===== config.mk =====
export PLATFORM = sky130hd
export DESIGN_NAME = cfbp_top
export DESIGN_NICKNAME = d
export VERILOG_FILES = /design/src/hw/cfbp_pkg.sv /design/src/hw/cfbp_decode.sv /design/src/hw/cfbp_top.sv
export SDC_FILE = /design/constraint.sdc
export NUM_CORES = 1
export LEC_CHECK = 0
export ABC_AREA = 1
export BUFFER_PORTS_ARGS = -buffer_cell sky130_fd_sc_hd__clkbuf_2
export CAP_MARGIN = 40
export CORE_ASPECT_RATIO = 0.9
export CORE_MARGIN = 2
export CORE_UTILIZATION = 59
export DETAILED_ROUTE_END_ITERATION = 12
export PLACE_DENSITY = 0.85
export SYNTH_ARGS = -nofsm -noshare
export SYNTH_HDL_FRONTEND = slang
export SYNTH_SLANG_ARGS = --single-unit

===== constraint.sdc =====
create_clock -name MCLK -period 8.4 [get_ports MCLK]
set_clock_uncertainty 0.15 [all_clocks]
set_input_delay 0.84 -clock MCLK [delete_from_list [all_inputs] [get_ports MCLK]]
set_output_delay 0.84 -clock MCLK [all_outputs]
set_load 0.005 [all_outputs]

===== src/hw/cfbp_pkg.sv =====
// Package for the CAN filter destination pointer block.
// Assumes one 10 MHz system clock and an AXI4-Lite register bus.
package cfbp_pkg;

	// ****************************************************************
	// Register map (byte addresses)
	// ****************************************************************
	localparam logic [3:0]  ADDR_PTR_4_7    = 4'h0;
	localparam logic [3:0]  ADDR_PTR_12_15  = 4'h4;
	localparam logic [3:0]  ADDR_LOOKUP     = 4'h8;
	localparam logic [3:0]  ADDR_LOOKUP_RES = 4'hC;
	localparam logic [15:0] PTR_RESET       = 16'h0000;

	// ****************************************************************
	// Field layout
	// ****************************************************************
	localparam int          FIELD_W         = 4;
	localparam int          FILTER_W        = 4;
	localparam logic [3:0]  DEST_FIFO_CODE  = 4'hF;
	localparam logic [3:0]  FILTER_LO_BASE  = 4'h4;
	localparam logic [3:0]  FILTER_HI_BASE  = 4'hC;
	localparam logic [1:0]  AXI_OKAY        = 2'h0;
	localparam logic [1:0]  AXI_SLVERR      = 2'h2;

	typedef enum logic [2:0] {
		ST_IDLE = 3'b001,
		ST_RESP = 3'b010,
		ST_HOLD = 3'b100
	} cfbp_bus_e;

endpackage


===== src/hw/cfbp_decode.sv =====
// Destination decoder: turns a pointer code into buffer index or FIFO flag.
// Assumes purely combinational use inside the pointer block.
`timescale 1ns/1ps
module cfbp_decode (
	input  wire logic [3:0] code,
	output logic            to_fifo,
	output logic [3:0]      buf_index
);
	always_comb begin
		to_fifo   = (code == cfbp_pkg::DEST_FIFO_CODE);
		buf_index = to_fifo ? 4'h0 : code;
	end
endmodule // cfbp_decode


===== src/hw/cfbp_top.sv =====
// CAN filter destination pointer registers for filters 4-7 and 12-15.
// Assumes a synchronous filter-hit strobe from acceptance filtering.
//
// Chosen here: the register addresses and register access over AXI4-Lite.
`timescale 1ns/1ps
module cfbp_top (
	input  wire logic        MCLK,
	input  wire logic        RST,
	input  wire logic        CE,
	input  wire logic        HIT_VALID,
	input  wire logic [3:0]  HIT_FILTER,
	output logic             DEST_VALID,
	output logic             DEST_FIFO,
	output logic [3:0]       DEST_BUFFER,
	output logic             DEST_UNMAPPED,
	input  wire logic [3:0]  S_AXI_AWADDR,
	input  wire logic        S_AXI_AWVALID,
	output logic             S_AXI_AWREADY,
	input  wire logic [31:0] S_AXI_WDATA,
	input  wire logic [3:0]  S_AXI_WSTRB,
	input  wire logic        S_AXI_WVALID,
	output logic             S_AXI_WREADY,
	output logic [1:0]       S_AXI_BRESP,
	output logic             S_AXI_BVALID,
	input  wire logic        S_AXI_BREADY,
	input  wire logic [3:0]  S_AXI_ARADDR,
	input  wire logic        S_AXI_ARVALID,
	output logic             S_AXI_ARREADY,
	output logic [31:0]      S_AXI_RDATA,
	output logic [1:0]       S_AXI_RRESP,
	output logic             S_AXI_RVALID,
	input  wire logic        S_AXI_RREADY
);

	// ****************************************************************
	// Pointer storage
	// ****************************************************************
	logic [15:0] filter4_to_7_dest_pointer;
	logic [15:0] filter12_to_15_dest_pointer;
	logic [3:0]  lookup_filter;

	// Field helper: nibble n of a 16-bit register
	function automatic logic [3:0] nib(input logic [15:0] r, input logic [1:0] n);
		nib = r[n*cfbp_pkg::FIELD_W +: cfbp_pkg::FIELD_W];
	endfunction

	// Byte-lane merge for the low 16 bits
	function automatic logic [15:0] merge(input logic [15:0] old, input logic [31:0] d,
		input logic [3:0] s);
		merge = {s[1] ? d[15:8] : old[15:8], s[0] ? d[7:0] : old[7:0]};
	endfunction

	// Pointer for a filter; filters without a field here report unmapped
	function automatic logic [4:0] ptr_of(input logic [3:0] f);
		if (f[3:2] == cfbp_pkg::FILTER_LO_BASE[3:2])
			ptr_of = {1'b1, nib(filter4_to_7_dest_pointer, f[1:0])};
		else if (f[3:2] == cfbp_pkg::FILTER_HI_BASE[3:2])
			ptr_of = {1'b1, nib(filter12_to_15_dest_pointer, f[1:0])};
		else
			ptr_of = 5'h00;
	endfunction

	wire logic [3:0] filter4_dest_sel  = nib(filter4_to_7_dest_pointer, 2'd0);
	wire logic [3:0] filter5_dest_sel  = nib(filter4_to_7_dest_pointer, 2'd1);
	wire logic [3:0] filter12_dest_sel = nib(filter12_to_15_dest_pointer, 2'd0);
	wire logic [3:0] filter6_dest_sel  = nib(filter4_to_7_dest_pointer, 2'h2);
	wire logic [3:0] filter7_dest_sel  = nib(filter4_to_7_dest_pointer, 2'h3);
	wire logic [3:0] filter13_dest_sel = nib(filter12_to_15_dest_pointer, 2'h1);
	wire logic [3:0] filter14_dest_sel = nib(filter12_to_15_dest_pointer, 2'h2);

	// ****************************************************************
	// Hit decode
	// ****************************************************************
	// Hit comes from logic on MCLK, so no synchroniser is needed.
	logic [4:0] hit_ptr;
	logic       dec_fifo;
	logic [3:0] dec_buf;
	logic [4:0] look_ptr;
	logic       look_fifo;
	logic [3:0] look_buf;

	always_comb hit_ptr = ptr_of(HIT_FILTER);
	always_comb look_ptr = ptr_of(lookup_filter);

	cfbp_decode u_dec (
		.code      (hit_ptr[3:0]),
		.to_fifo   (dec_fifo),
		.buf_index (dec_buf)
	);

	cfbp_decode u_look (
		.code      (look_ptr[3:0]),
		.to_fifo   (look_fifo),
		.buf_index (look_buf)
	);

	// ****************************************************************
	// Destination output
	// ****************************************************************
	always_ff @(posedge MCLK or posedge RST) begin
		if (RST) begin
			DEST_VALID    <= 1'b0;
			DEST_FIFO     <= 1'b0;
			DEST_BUFFER   <= 4'h0;
			DEST_UNMAPPED <= 1'b0;
		end else if (CE) begin
			DEST_VALID    <= HIT_VALID && hit_ptr[4];
			DEST_UNMAPPED <= HIT_VALID && !hit_ptr[4];
			if (HIT_VALID && hit_ptr[4]) begin
				DEST_FIFO   <= dec_fifo;
				DEST_BUFFER <= dec_buf;
			end
		end
	end

	// ****************************************************************
	// AXI4-Lite write channel
	// ****************************************************************
	// Ready holds its last value while CE is low, so no transfer may be offered then
	logic        aw_held;
	logic        w_held;
	logic [3:0]  aw_addr;
	logic [31:0] w_data;
	logic [3:0]  w_strb;
	wire logic   aw_take = S_AXI_AWVALID && S_AXI_AWREADY;
	wire logic   w_take  = S_AXI_WVALID && S_AXI_WREADY;
	wire logic   wr_go   = aw_held && w_held && !S_AXI_BVALID;

	always_ff @(posedge MCLK or posedge RST) begin
		if (RST) begin
			S_AXI_AWREADY <= 1'b0;
			S_AXI_WREADY  <= 1'b0;
			aw_held       <= 1'b0;
			w_held        <= 1'b0;
			aw_addr       <= 4'h0;
			w_data        <= 32'h0000_0000;
			w_strb        <= 4'h0;
		end else if (CE) begin
			S_AXI_AWREADY <= !aw_held && !aw_take && !S_AXI_BVALID;
			S_AXI_WREADY  <= !w_held && !w_take && !S_AXI_BVALID;
			if (aw_take) begin
				aw_held <= 1'b1;
				aw_addr <= S_AXI_AWADDR;
			end else if (wr_go) begin
				aw_held <= 1'b0;
			end
			if (w_take) begin
				w_held <= 1'b1;
				w_data <= S_AXI_WDATA;
				w_strb <= S_AXI_WSTRB;
			end else if (wr_go) begin
				w_held <= 1'b0;
			end
		end
	end

	// Register writes and write response
	always_ff @(posedge MCLK or posedge RST) begin
		if (RST) begin
			filter4_to_7_dest_pointer   <= cfbp_pkg::PTR_RESET;
			filter12_to_15_dest_pointer <= cfbp_pkg::PTR_RESET;
			lookup_filter               <= 4'h0;
			S_AXI_BVALID                <= 1'b0;
			S_AXI_BRESP                 <= cfbp_pkg::AXI_OKAY;
		end else if (CE) begin
			if (S_AXI_BVALID && S_AXI_BREADY)
				S_AXI_BVALID <= 1'b0;
			if (wr_go) begin
				S_AXI_BVALID <= 1'b1;
				S_AXI_BRESP  <= cfbp_pkg::AXI_OKAY;
				case (aw_addr)
				cfbp_pkg::ADDR_PTR_4_7: begin
					filter4_to_7_dest_pointer <= merge(filter4_to_7_dest_pointer, w_data, w_strb);
				end
				cfbp_pkg::ADDR_PTR_12_15: begin
					filter12_to_15_dest_pointer <= merge(filter12_to_15_dest_pointer, w_data, w_strb);
				end
				cfbp_pkg::ADDR_LOOKUP: begin
					if (w_strb[0])
						lookup_filter <= w_data[cfbp_pkg::FILTER_W-1:0];
				end
				cfbp_pkg::ADDR_LOOKUP_RES: begin
					S_AXI_BRESP <= cfbp_pkg::AXI_SLVERR;
				end
				default: begin
					S_AXI_BRESP <= cfbp_pkg::AXI_SLVERR;
				end
				endcase
			end
		end
	end

	// ****************************************************************
	// AXI4-Lite read channel
	// ****************************************************************
	cfbp_pkg::cfbp_bus_e rd_state;
	logic [31:0]         next_rdata;
	logic [1:0]          next_rresp;

	always_comb begin
		next_rresp = cfbp_pkg::AXI_OKAY;
		case (S_AXI_ARADDR)
		cfbp_pkg::ADDR_PTR_4_7:    next_rdata = {16'h0000, filter4_to_7_dest_pointer};
		cfbp_pkg::ADDR_PTR_12_15:  next_rdata = {16'h0000, filter12_to_15_dest_pointer};
		cfbp_pkg::ADDR_LOOKUP:     next_rdata = {28'h000_0000, lookup_filter};
		cfbp_pkg::ADDR_LOOKUP_RES: next_rdata = {25'h000_0000, look_ptr[4], look_fifo, 1'b0, look_buf};
		default: begin
			next_rdata = 32'h0000_0000;
			next_rresp = cfbp_pkg::AXI_SLVERR;
		end
		endcase
	end

	always_ff @(posedge MCLK or posedge RST) begin
		if (RST) begin
			rd_state      <= cfbp_pkg::ST_IDLE;
			S_AXI_ARREADY <= 1'b0;
			S_AXI_RVALID  <= 1'b0;
			S_AXI_RDATA   <= 32'h0000_0000;
			S_AXI_RRESP   <= cfbp_pkg::AXI_OKAY;
		end else if (CE) begin
			case (rd_state)
			cfbp_pkg::ST_IDLE: begin
				S_AXI_ARREADY <= 1'b1;
				if (S_AXI_ARVALID && S_AXI_ARREADY) begin
					S_AXI_ARREADY <= 1'b0;
					S_AXI_RVALID  <= 1'b1;
					S_AXI_RDATA   <= next_rdata;
					S_AXI_RRESP   <= next_rresp;
					rd_state      <= cfbp_pkg::ST_RESP;
				end
			end
			cfbp_pkg::ST_RESP: begin
				S_AXI_ARREADY <= 1'b0;
				if (S_AXI_RREADY) begin
					S_AXI_RVALID <= 1'b0;
					rd_state     <= cfbp_pkg::ST_HOLD;
				end
			end
			cfbp_pkg::ST_HOLD: begin
				rd_state <= cfbp_pkg::ST_IDLE;
			end
			default: begin
				rd_state <= cfbp_pkg::ST_IDLE;
			end
			endcase
		end
	end

	// ****************************************************************
	// Checks
	// ****************************************************************
	a_fifo_code: assert property (@(posedge MCLK) disable iff (RST)
		CE && HIT_VALID && hit_ptr[4] && hit_ptr[3:0] == cfbp_pkg::DEST_FIFO_CODE
		|=> DEST_VALID && DEST_FIFO)
		else $error("FIFO code did not select FIFO");
	a_buffer_code: assert property (@(posedge MCLK) disable iff (RST)
		CE && HIT_VALID && hit_ptr[4] && hit_ptr[3:0] != cfbp_pkg::DEST_FIFO_CODE
		|=> DEST_VALID && !DEST_FIFO && DEST_BUFFER == $past(hit_ptr[3:0]))
		else $error("Buffer code mismatch");
	a_filter4_field: assert property (@(posedge MCLK) disable iff (RST)
		CE && HIT_VALID && HIT_FILTER == 4'h4 && filter4_dest_sel != cfbp_pkg::DEST_FIFO_CODE
		|=> DEST_BUFFER == $past(filter4_to_7_dest_pointer[3:0]))
		else $error("Filter 4 field wrong");
	a_filter5_field: assert property (@(posedge MCLK) disable iff (RST)
		CE && HIT_VALID && HIT_FILTER == 4'h5 && filter5_dest_sel != cfbp_pkg::DEST_FIFO_CODE
		|=> DEST_BUFFER == $past(filter4_to_7_dest_pointer[7:4]))
		else $error("Filter 5 field wrong");
	a_filter12_field: assert property (@(posedge MCLK) disable iff (RST)
		CE && HIT_VALID && HIT_FILTER == 4'hC && filter12_dest_sel != cfbp_pkg::DEST_FIFO_CODE
		|=> DEST_BUFFER == $past(filter12_to_15_dest_pointer[3:0]))
		else $error("Filter 12 field wrong");
	a_filter6_field: assert property (@(posedge MCLK) disable iff (RST)
		CE && HIT_VALID && HIT_FILTER == 4'h6 && filter6_dest_sel != cfbp_pkg::DEST_FIFO_CODE
		|=> DEST_BUFFER == $past(filter4_to_7_dest_pointer[11:8]))
		else $error("Filter 6 field wrong");
	a_filter7_field: assert property (@(posedge MCLK) disable iff (RST)
		CE && HIT_VALID && HIT_FILTER == 4'h7 && filter7_dest_sel != cfbp_pkg::DEST_FIFO_CODE
		|=> DEST_BUFFER == $past(filter4_to_7_dest_pointer[15:12]))
		else $error("Filter 7 field wrong");
	a_filter13_field: assert property (@(posedge MCLK) disable iff (RST)
		CE && HIT_VALID && HIT_FILTER == 4'hD && filter13_dest_sel != cfbp_pkg::DEST_FIFO_CODE
		|=> DEST_BUFFER == $past(filter12_to_15_dest_pointer[7:4]))
		else $error("Filter 13 field wrong");
	a_filter14_field: assert property (@(posedge MCLK) disable iff (RST)
		CE && HIT_VALID && HIT_FILTER == 4'hE && filter14_dest_sel != cfbp_pkg::DEST_FIFO_CODE
		|=> DEST_BUFFER == $past(filter12_to_15_dest_pointer[11:8]))
		else $error("Filter 14 field wrong");
	a_filter15_field: assert property (@(posedge MCLK) disable iff (RST)
		CE && HIT_VALID && HIT_FILTER == 4'hF
		|=> DEST_FIFO == ($past(filter12_to_15_dest_pointer[15:12]) == cfbp_pkg::DEST_FIFO_CODE))
		else $error("Filter 15 field wrong");
	a_write_lands: assert property (@(posedge MCLK) disable iff (RST)
		CE && wr_go && aw_addr == cfbp_pkg::ADDR_PTR_4_7 && w_strb[1:0] == 2'b11
		|=> filter4_to_7_dest_pointer == $past(w_data[15:0]))
		else $error("Pointer write lost");
	a_read_back: assert property (@(posedge MCLK) disable iff (RST)
		CE && S_AXI_ARVALID && S_AXI_ARREADY && S_AXI_ARADDR == cfbp_pkg::ADDR_PTR_12_15
		|=> S_AXI_RVALID && S_AXI_RDATA[15:0] == $past(filter12_to_15_dest_pointer))
		else $error("Pointer readback wrong");

endmodule // cfbp_top


==> metrics.txt, run 1 <==
status=completed; asr flop ratio synth=100%; Post-DRT Antenna Nets=0; first-pass GRT wire length=about 18,000 um; Core Area=between 8000 and 9000 um^2; Die W=between 90 and 100 um; Finished Layout Cells=a little under 800; adder and majority gate portion of the synthesized area=0%; post-synthesis compound-gate area fraction=between 10% and 20%; Rows=31; Post-CTS Setup Inserts=0; PortBufs=68; grt total ovfl=0; sw power=a little over 500 uW; dpl cells=756; Mapped Avg Cell Area=8.04 um^2; initial core utilization=60.8%; DRC Markers=0; power share of the clock group=24.9%; combinational family with the most area after synthesis=simple AND/OR/NAND/NOR gates; clk buf depth=2; vias in the first global route=3,713; Sink Count=between 90 and 100; P_int=a little under 900 uW; Mapped Area=between 4000 and 5000 um^2; Simple-Gate Fraction of Synth Area=24.4%; Finish-stage setup viols=0; fin crit period=~2.3 ns; Syn. warnings=0; mux cell area share after synthesis=less than 1%; Pleak=between 0.002 and 0.003 uW; Seq cells post-synth=93; Yosys cell types=29; kind of critical path=in2reg; final WL=around 11,000 um; Vias/cell=around 5.3; Routed WL per cell=about 14 um; xor/xnor share of the synthesized area=0%; largest cells by area after synthesis=dfrtp_1 47%, nand2_1 15%, inv_1 4.9%; Root Buffer=clkbuf_8; synthesized instance count=607; Tcrit/Tclk final=between 20% and 30%; worst min path class=reg2reg; CP required=around 8.5 ns; Design Power=between 1000 and 1500 uW; n_diodes=0; Sw Share=36.4%; clock slew at reported path FFs=~0.10 ns; # IOs=105; crit start category=input port; CTS resizes=0; top-count cell post-synth=nand2_1; Max Cap Viol=0; vias post-DR=~4,100; Final Max Slew Viols=0; Area Growth Syn to Fin=10.5%; Synth top area share=around 47%; critical path arrival=2.43 ns; RSZ-0062 raised after global routing=no; share of cells above drive strength 1=about a fifth; Max Clk Rate=428 MHz; initial antenna violation count=0; Post-synth top cells=191 x nand2_1, 92 x dfrtp_1, 64 x inv_1; DIE AREA=~9000 um^2; Clk Latency, worst-skew pair=roughly 0.37 ns; Num CTS Buffers=9; # hold bufs at CTS=0; DRT iter0 DRCs=around 320; total track usage=about a quarter; Die H=90.3 um; total negative slack=0 ns; nets=between 700 and 800; Worst-Margin Slew=about 0.76 ns; Top FF cell, synth=dfrtp_1; Combinational Power Share=27.5%; Power Dens Cells=around 260 nW/um^2; critical path peak fanout=21; Detailed Place HPWL=between 7000 and 8000 um; H-tree level count=3; DRT Pass-1 Iters=5; post-synth top area cell=dfrtp_1; Reg power frac=between 40% and 50%; GP Congestion=0.927; Worst slew margin=49.6%; largest net degree at the start of global routing=63; Setup crit end kind=flop; final count of hold timing violations=0; Max VDD drop=around 170 uV; EDFF count, synth=0; sequential fraction of the synthesis area=approximately 48%; CTS tree=done
==> power groups by stage <==
stage	logic [uW]	clock network, uW	registers, uW
6_report	382	346	660
3_3_place_gp	363	0	661
3_5_place_dp	382	0	668
5_1_grt	440	368	674
2_1_floorplan	303	0	642
4_1_cts	385	352	659
==> cells in the final DEF, fill, tap and decap left out <==
master,instances
nor2_1,29
clkbuf_1,1
nor2_8,1
o21ai_0,37
nor2_2,4
clkbuf_8,9
clkinv_8,1
o22ai_1,13
dfstp_2,1
nand3_1,33
inv_2,8
bufinv_16,2
o21ai_2,24
o21ai_1,10
inv_1,63
clkinv_2,1
clkbuf_2,68
nand2_2,5
nor3_2,1
nand3_4,3
nand4_1,1
inv_8,2
nand3_2,4
mux2_2,4
a21oi_1,39
o211ai_1,2
nand4_2,1
buf_4,2
nand2_1,191
conb_1,18
inv_6,2
dfrtp_1,92
buf_16,1
==> sequential cells by signal, summed over array words and instances (netlist names) <==
register / count
S_AXI_AWREADY: 1
DEST_BUFFER: 4
S_AXI_BVALID: 1
DEST_FIFO: 1
S_AXI_WREADY: 1
aw_addr: 4
S_AXI_RRESP: 1
DEST_VALID: 1
DEST_UNMAPPED: 1
S_AXI_RDATA: 16
lookup_filter: 4
S_AXI_ARREADY: 1
filter4_to_7_dest_pointer: 16
S_AXI_RVALID: 1
S_AXI_BRESP: 1
w_held: 1
w_data: 16
filter12_to_15_dest_pointer: 16
w_strb: 2
rd_state: 3
aw_held: 1
==> routing by layer <==
metal | wire length, um | GRT usage, % | up-vias
met5 | 0 | 0 | -
met4 | 127 | 6.28 | 0
met2 | 4950 | 39.9 | 161
li1 | - | - | 2041
met3 | 787 | 4.10 | 17
met1 | 4880 | 36.8 | 1871
==> worst max-delay path: stages <==
cell and delay, ns:
clkbuf_2 0.20, nand4_1 0.19, nor2_2 0.49, inv_1 0.44
nand2_1 0.17, o21ai_0 0.09
==> worst paths after layout <==
check                                    start                              end  cells after the start  slack, ns
worst max-delay path                        CE                   S_AXI_RDATA[6]                      6       6.06
worst min-delay path            S_AXI_BRESP[1]                   S_AXI_BRESP[1]                      2       0.34
worst max register to register     rd_state[0]                   S_AXI_RDATA[6]                      5       6.23
worst min register to register  S_AXI_BRESP[1]                   S_AXI_BRESP[1]                      2       0.34
max in group asynchronous                  RST   filter12_to_15_dest_pointer[5]                      4       7.08
min in group asynchronous                  RST  filter12_to_15_dest_pointer[12]                      3       0.38
==> stage by stage <==
stage               instance area [um^2]  hold WS [ns]  worst slack, ns  util (%)
floorplan                           4940         0.303             4.99         -
global placement                    5130         0.312             5.75      63.9
detailed placement                  5160         0.316             5.65      64.2
CTS                                 5390         0.343             6.03      67.1
global route                        5390         0.365             5.84      67.1
finish                              5390         0.335             6.06      67.1
==> logic make-up after synthesis <==
| group | count (synthesis) |
|---|---|
| compound gates | 125 |
| mux | 4 |
| other cells | 1 |
| flops | 93 |
| buf+inv | 111 |
| simple gates | 273 |
==> final cells by class <==
class / count / area, um^2
fill: 689 / 2640
sequential: 93 / 2330
multi-input combinational: 420 / 2040
timing repair buffer: 71 / 383
inverter: 73 / 283
clock buffer: 10 / 128
tap: 99 / 124
clock inverter: 6 / 105
No activity file was read; power rests on OpenSTA's default activity.
==> run 2: changes to the inputs <==
ABC_AREA = 0   (was 1)
CORE_UTILIZATION = 54   (was 59)
PLACE_DENSITY = 0.79   (was 0.85)
clock period = 2.3 ns   (was 8.4 ns; I/O delays follow)
==> run 2 against run 1 <==
- largest cell class unchanged
- routed wire length down 13%
- clock power rose to 2.6 times the previous value
- worst setup slack worse by 5.9 ns
- sequential share of layout area up 0.18 points
- global-route usage down 3.1 points
- via count down 20%
- design area down 0.42%
- combinational power rose to 4.3 times the previous value
- synthesized cell count down 42%
- largest power group unchanged
==> metrics.txt, run 2 <==
status=completed; n_diodes=0; hold depth=3; clock slew at reported path FFs=~0.08 ns; clk buf depth=2; Seq cells post-synth=between 90 and 100; worst hold path endpoint=DEST_UNMAPPED; Finish-stage setup viols=0; Hold Path Origin=HIT_VALID; Max Cap Viol=0; H-tree level count=3; total track usage=about 22%; Die W=between 100 and 150 um; DRT iter0 DRCs=157; asr flop ratio synth=100%; Die H=90.5 um; RSZ-0062 raised after global routing=no; worst min path class=in2reg; kind of critical path=reg2reg; Clk Latency, worst-skew pair=between 0.3 and 0.4 ns; launching point of the worst reg2reg path=S_AXI_BVALID; commonest non-fill, non-tap cell in the layout=dfrtp_1; worst reg2reg endpoint=filter4_to_7_dest_pointer[13]; Top FF cell, synth=dfrtp_1; EDFF count, synth=0; vias post-DR=roughly 3,300; Post-CTS Setup Inserts=0; largest net degree at the start of global routing=between 90 and 100; critical path peak fanout=8; CTS tree=done; Rows=31; synthesized instance count=between 300 and 400; critical path arrival=~2.2 ns; Design Power=5480 uW; reg2reg setup slack=about 0.19 ns; Mapped Avg Cell Area=between 10 and 15 um^2; share of cells above drive strength 1=about two fifths; Vias/cell=about 5.8; Worst-Margin Slew=around 0.49 ns; initial core utilization=between 50% and 60%; final instance area=~5400 um^2; top-count cell post-synth=dfrtp_1; Synth top area share=about 50%; final count of hold timing violations=0; # IOs=between 100 and 150; Final Util=between 60% and 70%; Area Growth Syn to Fin=19.7%; Num CTS Buffers=9; fillers=approximately 600; Mapped Area=around 4500 um^2; Final Max Slew Viols=0; Max VDD drop=between 300 and 400 uV; largest cells by area after synthesis=dfrtp_1 51%, mux2_2 16%, mux4_2 8.0%; DRC Markers=0; total negative slack=0 ns; Sink Count=a little over 90; sequential fraction of the synthesis area=51.9%; Post-synth top cells=92 x dfrtp_1, 63 x mux2_2, 28 x nor2_1; final WL=between 9000 and 10,000 um; first-pass GRT wire length=15,700 um; Core Area=8070 um^2; Power Dens Cells=1020 nW/um^2; Worst slew margin=67.0%; CP required=2.38 ns; Routed WL per cell=16.8 um; Tcrit/Tclk final=just over 90%; Post-DRT Antenna Nets=0; Yosys cell types=35; # hold bufs at CTS=24; CTS resizes=0; grt total ovfl=0; initial antenna violation count=0; nets=about 520; Syn. warnings=0; FF-to-FF path depth=5; crit start category=flop; Pleak=approximately 0.0025 uW; Max Clk Rate=473 MHz; most frequent cells in the layout=92 x dfrtp_1, 68 x clkbuf_2, 63 x mux2_2; fin crit period=about 2.1 ns; Setup crit end kind=flop; DIE AREA=9050 um^2; dpl cell area=around 5000 um^2; DRT Pass-1 Iters=4; vias in the first global route=between 3,000 and 4,000; Root Buffer=clkbuf_8; post-synth top area cell=dfrtp_1; PortBufs=between 60 and 70; Detailed Place HPWL=a little under 7000 um; GP Congestion=~0.93
## run 2: cell count changes in the layout (fill, tap and decap cells not counted), sizes merged, moves of 5 or more
cell and delta:
nand2 -171, inv -70, mux2 +59, o21ai -58, nand3 -33, a21oi -31
dlygate4sd3 +24, mux4 +16, buf +13, a221oi +12, o22ai -12, mux2i +8
nor2 -6, nand4 +5
## run 2: cell families after synthesis
| family | after synthesis | share of synthesized area [%] |
|---|---|---|
| compound gates | 48 | 7.17 |
| buf+inv | 39 | 4.97 |
| flops | 93 | 51.9 |
| mux | 87 | 25.6 |
| other cells | 1 | 0.0836 |
| simple gates | 87 | 10.2 |
## run 2: layer usage
| layer | global-route usage (%) | vias up | wire length (um) |
|---|---|---|---|
| met5 | 0 | - | 0 |
| met4 | 7.31 | 0 | 175 |
| met3 | 6.11 | 18 | 695 |
| met2 | 32.9 | 163 | 4280 |
| met1 | 32.0 | 1597 | 4230 |
| li1 | - | 1479 | - |
## run 2: power by group
group / internal [uW] / total (uW) / switching (uW)
logic: 994 / 1660 / 666
clock network: 399 / 916 / 517
registers: 2270 / 2900 / 625
## run 2: stage by stage
step	hold WS, ns	setup slack [ns]	instances
floorplan	0.227	0.208	372
global placement	0.234	0.249	522
detailed placement	0.240	0.216	522
CTS	0.0149	0.182	559
global route	0.0201	0.124	559
finish	0.0260	0.186	559
## run 2: cell type report
class                      instances  area, um^2  share of cell area (%)
sequential                        93        2330                    43.4
multi-input combinational        240        2000                    37.2
timing repair buffer             108         738                    13.8
clock buffer                      10         138                    2.56
tap                               99         124                    2.31
inverter                           6        26.3                   0.490
clock inverter                     3        15.0                   0.280
## run 2: worst max path at each step
stage,slack [ns],end,cells past startpoint,startpoint
CTS,0.18,filter4_to_7_dest_pointer[13],5,S_AXI_BVALID
floorplan,0.21,filter4_to_7_dest_pointer[0],4,S_AXI_BVALID
detailed placement,0.22,filter4_to_7_dest_pointer[13],5,S_AXI_BVALID
global placement,0.25,filter4_to_7_dest_pointer[8],5,S_AXI_BVALID
global route,0.12,filter4_to_7_dest_pointer[13],5,S_AXI_BVALID
finish,0.19,filter4_to_7_dest_pointer[13],5,S_AXI_BVALID
## run 2: critical path, stage by stage (launching register included)
cell,delay [ns]
dfrtp_1,0.43
nand4b_4,0.19
or4_4,0.47
nor3b_4,0.25
buf_12,0.16
mux2_2,0.33
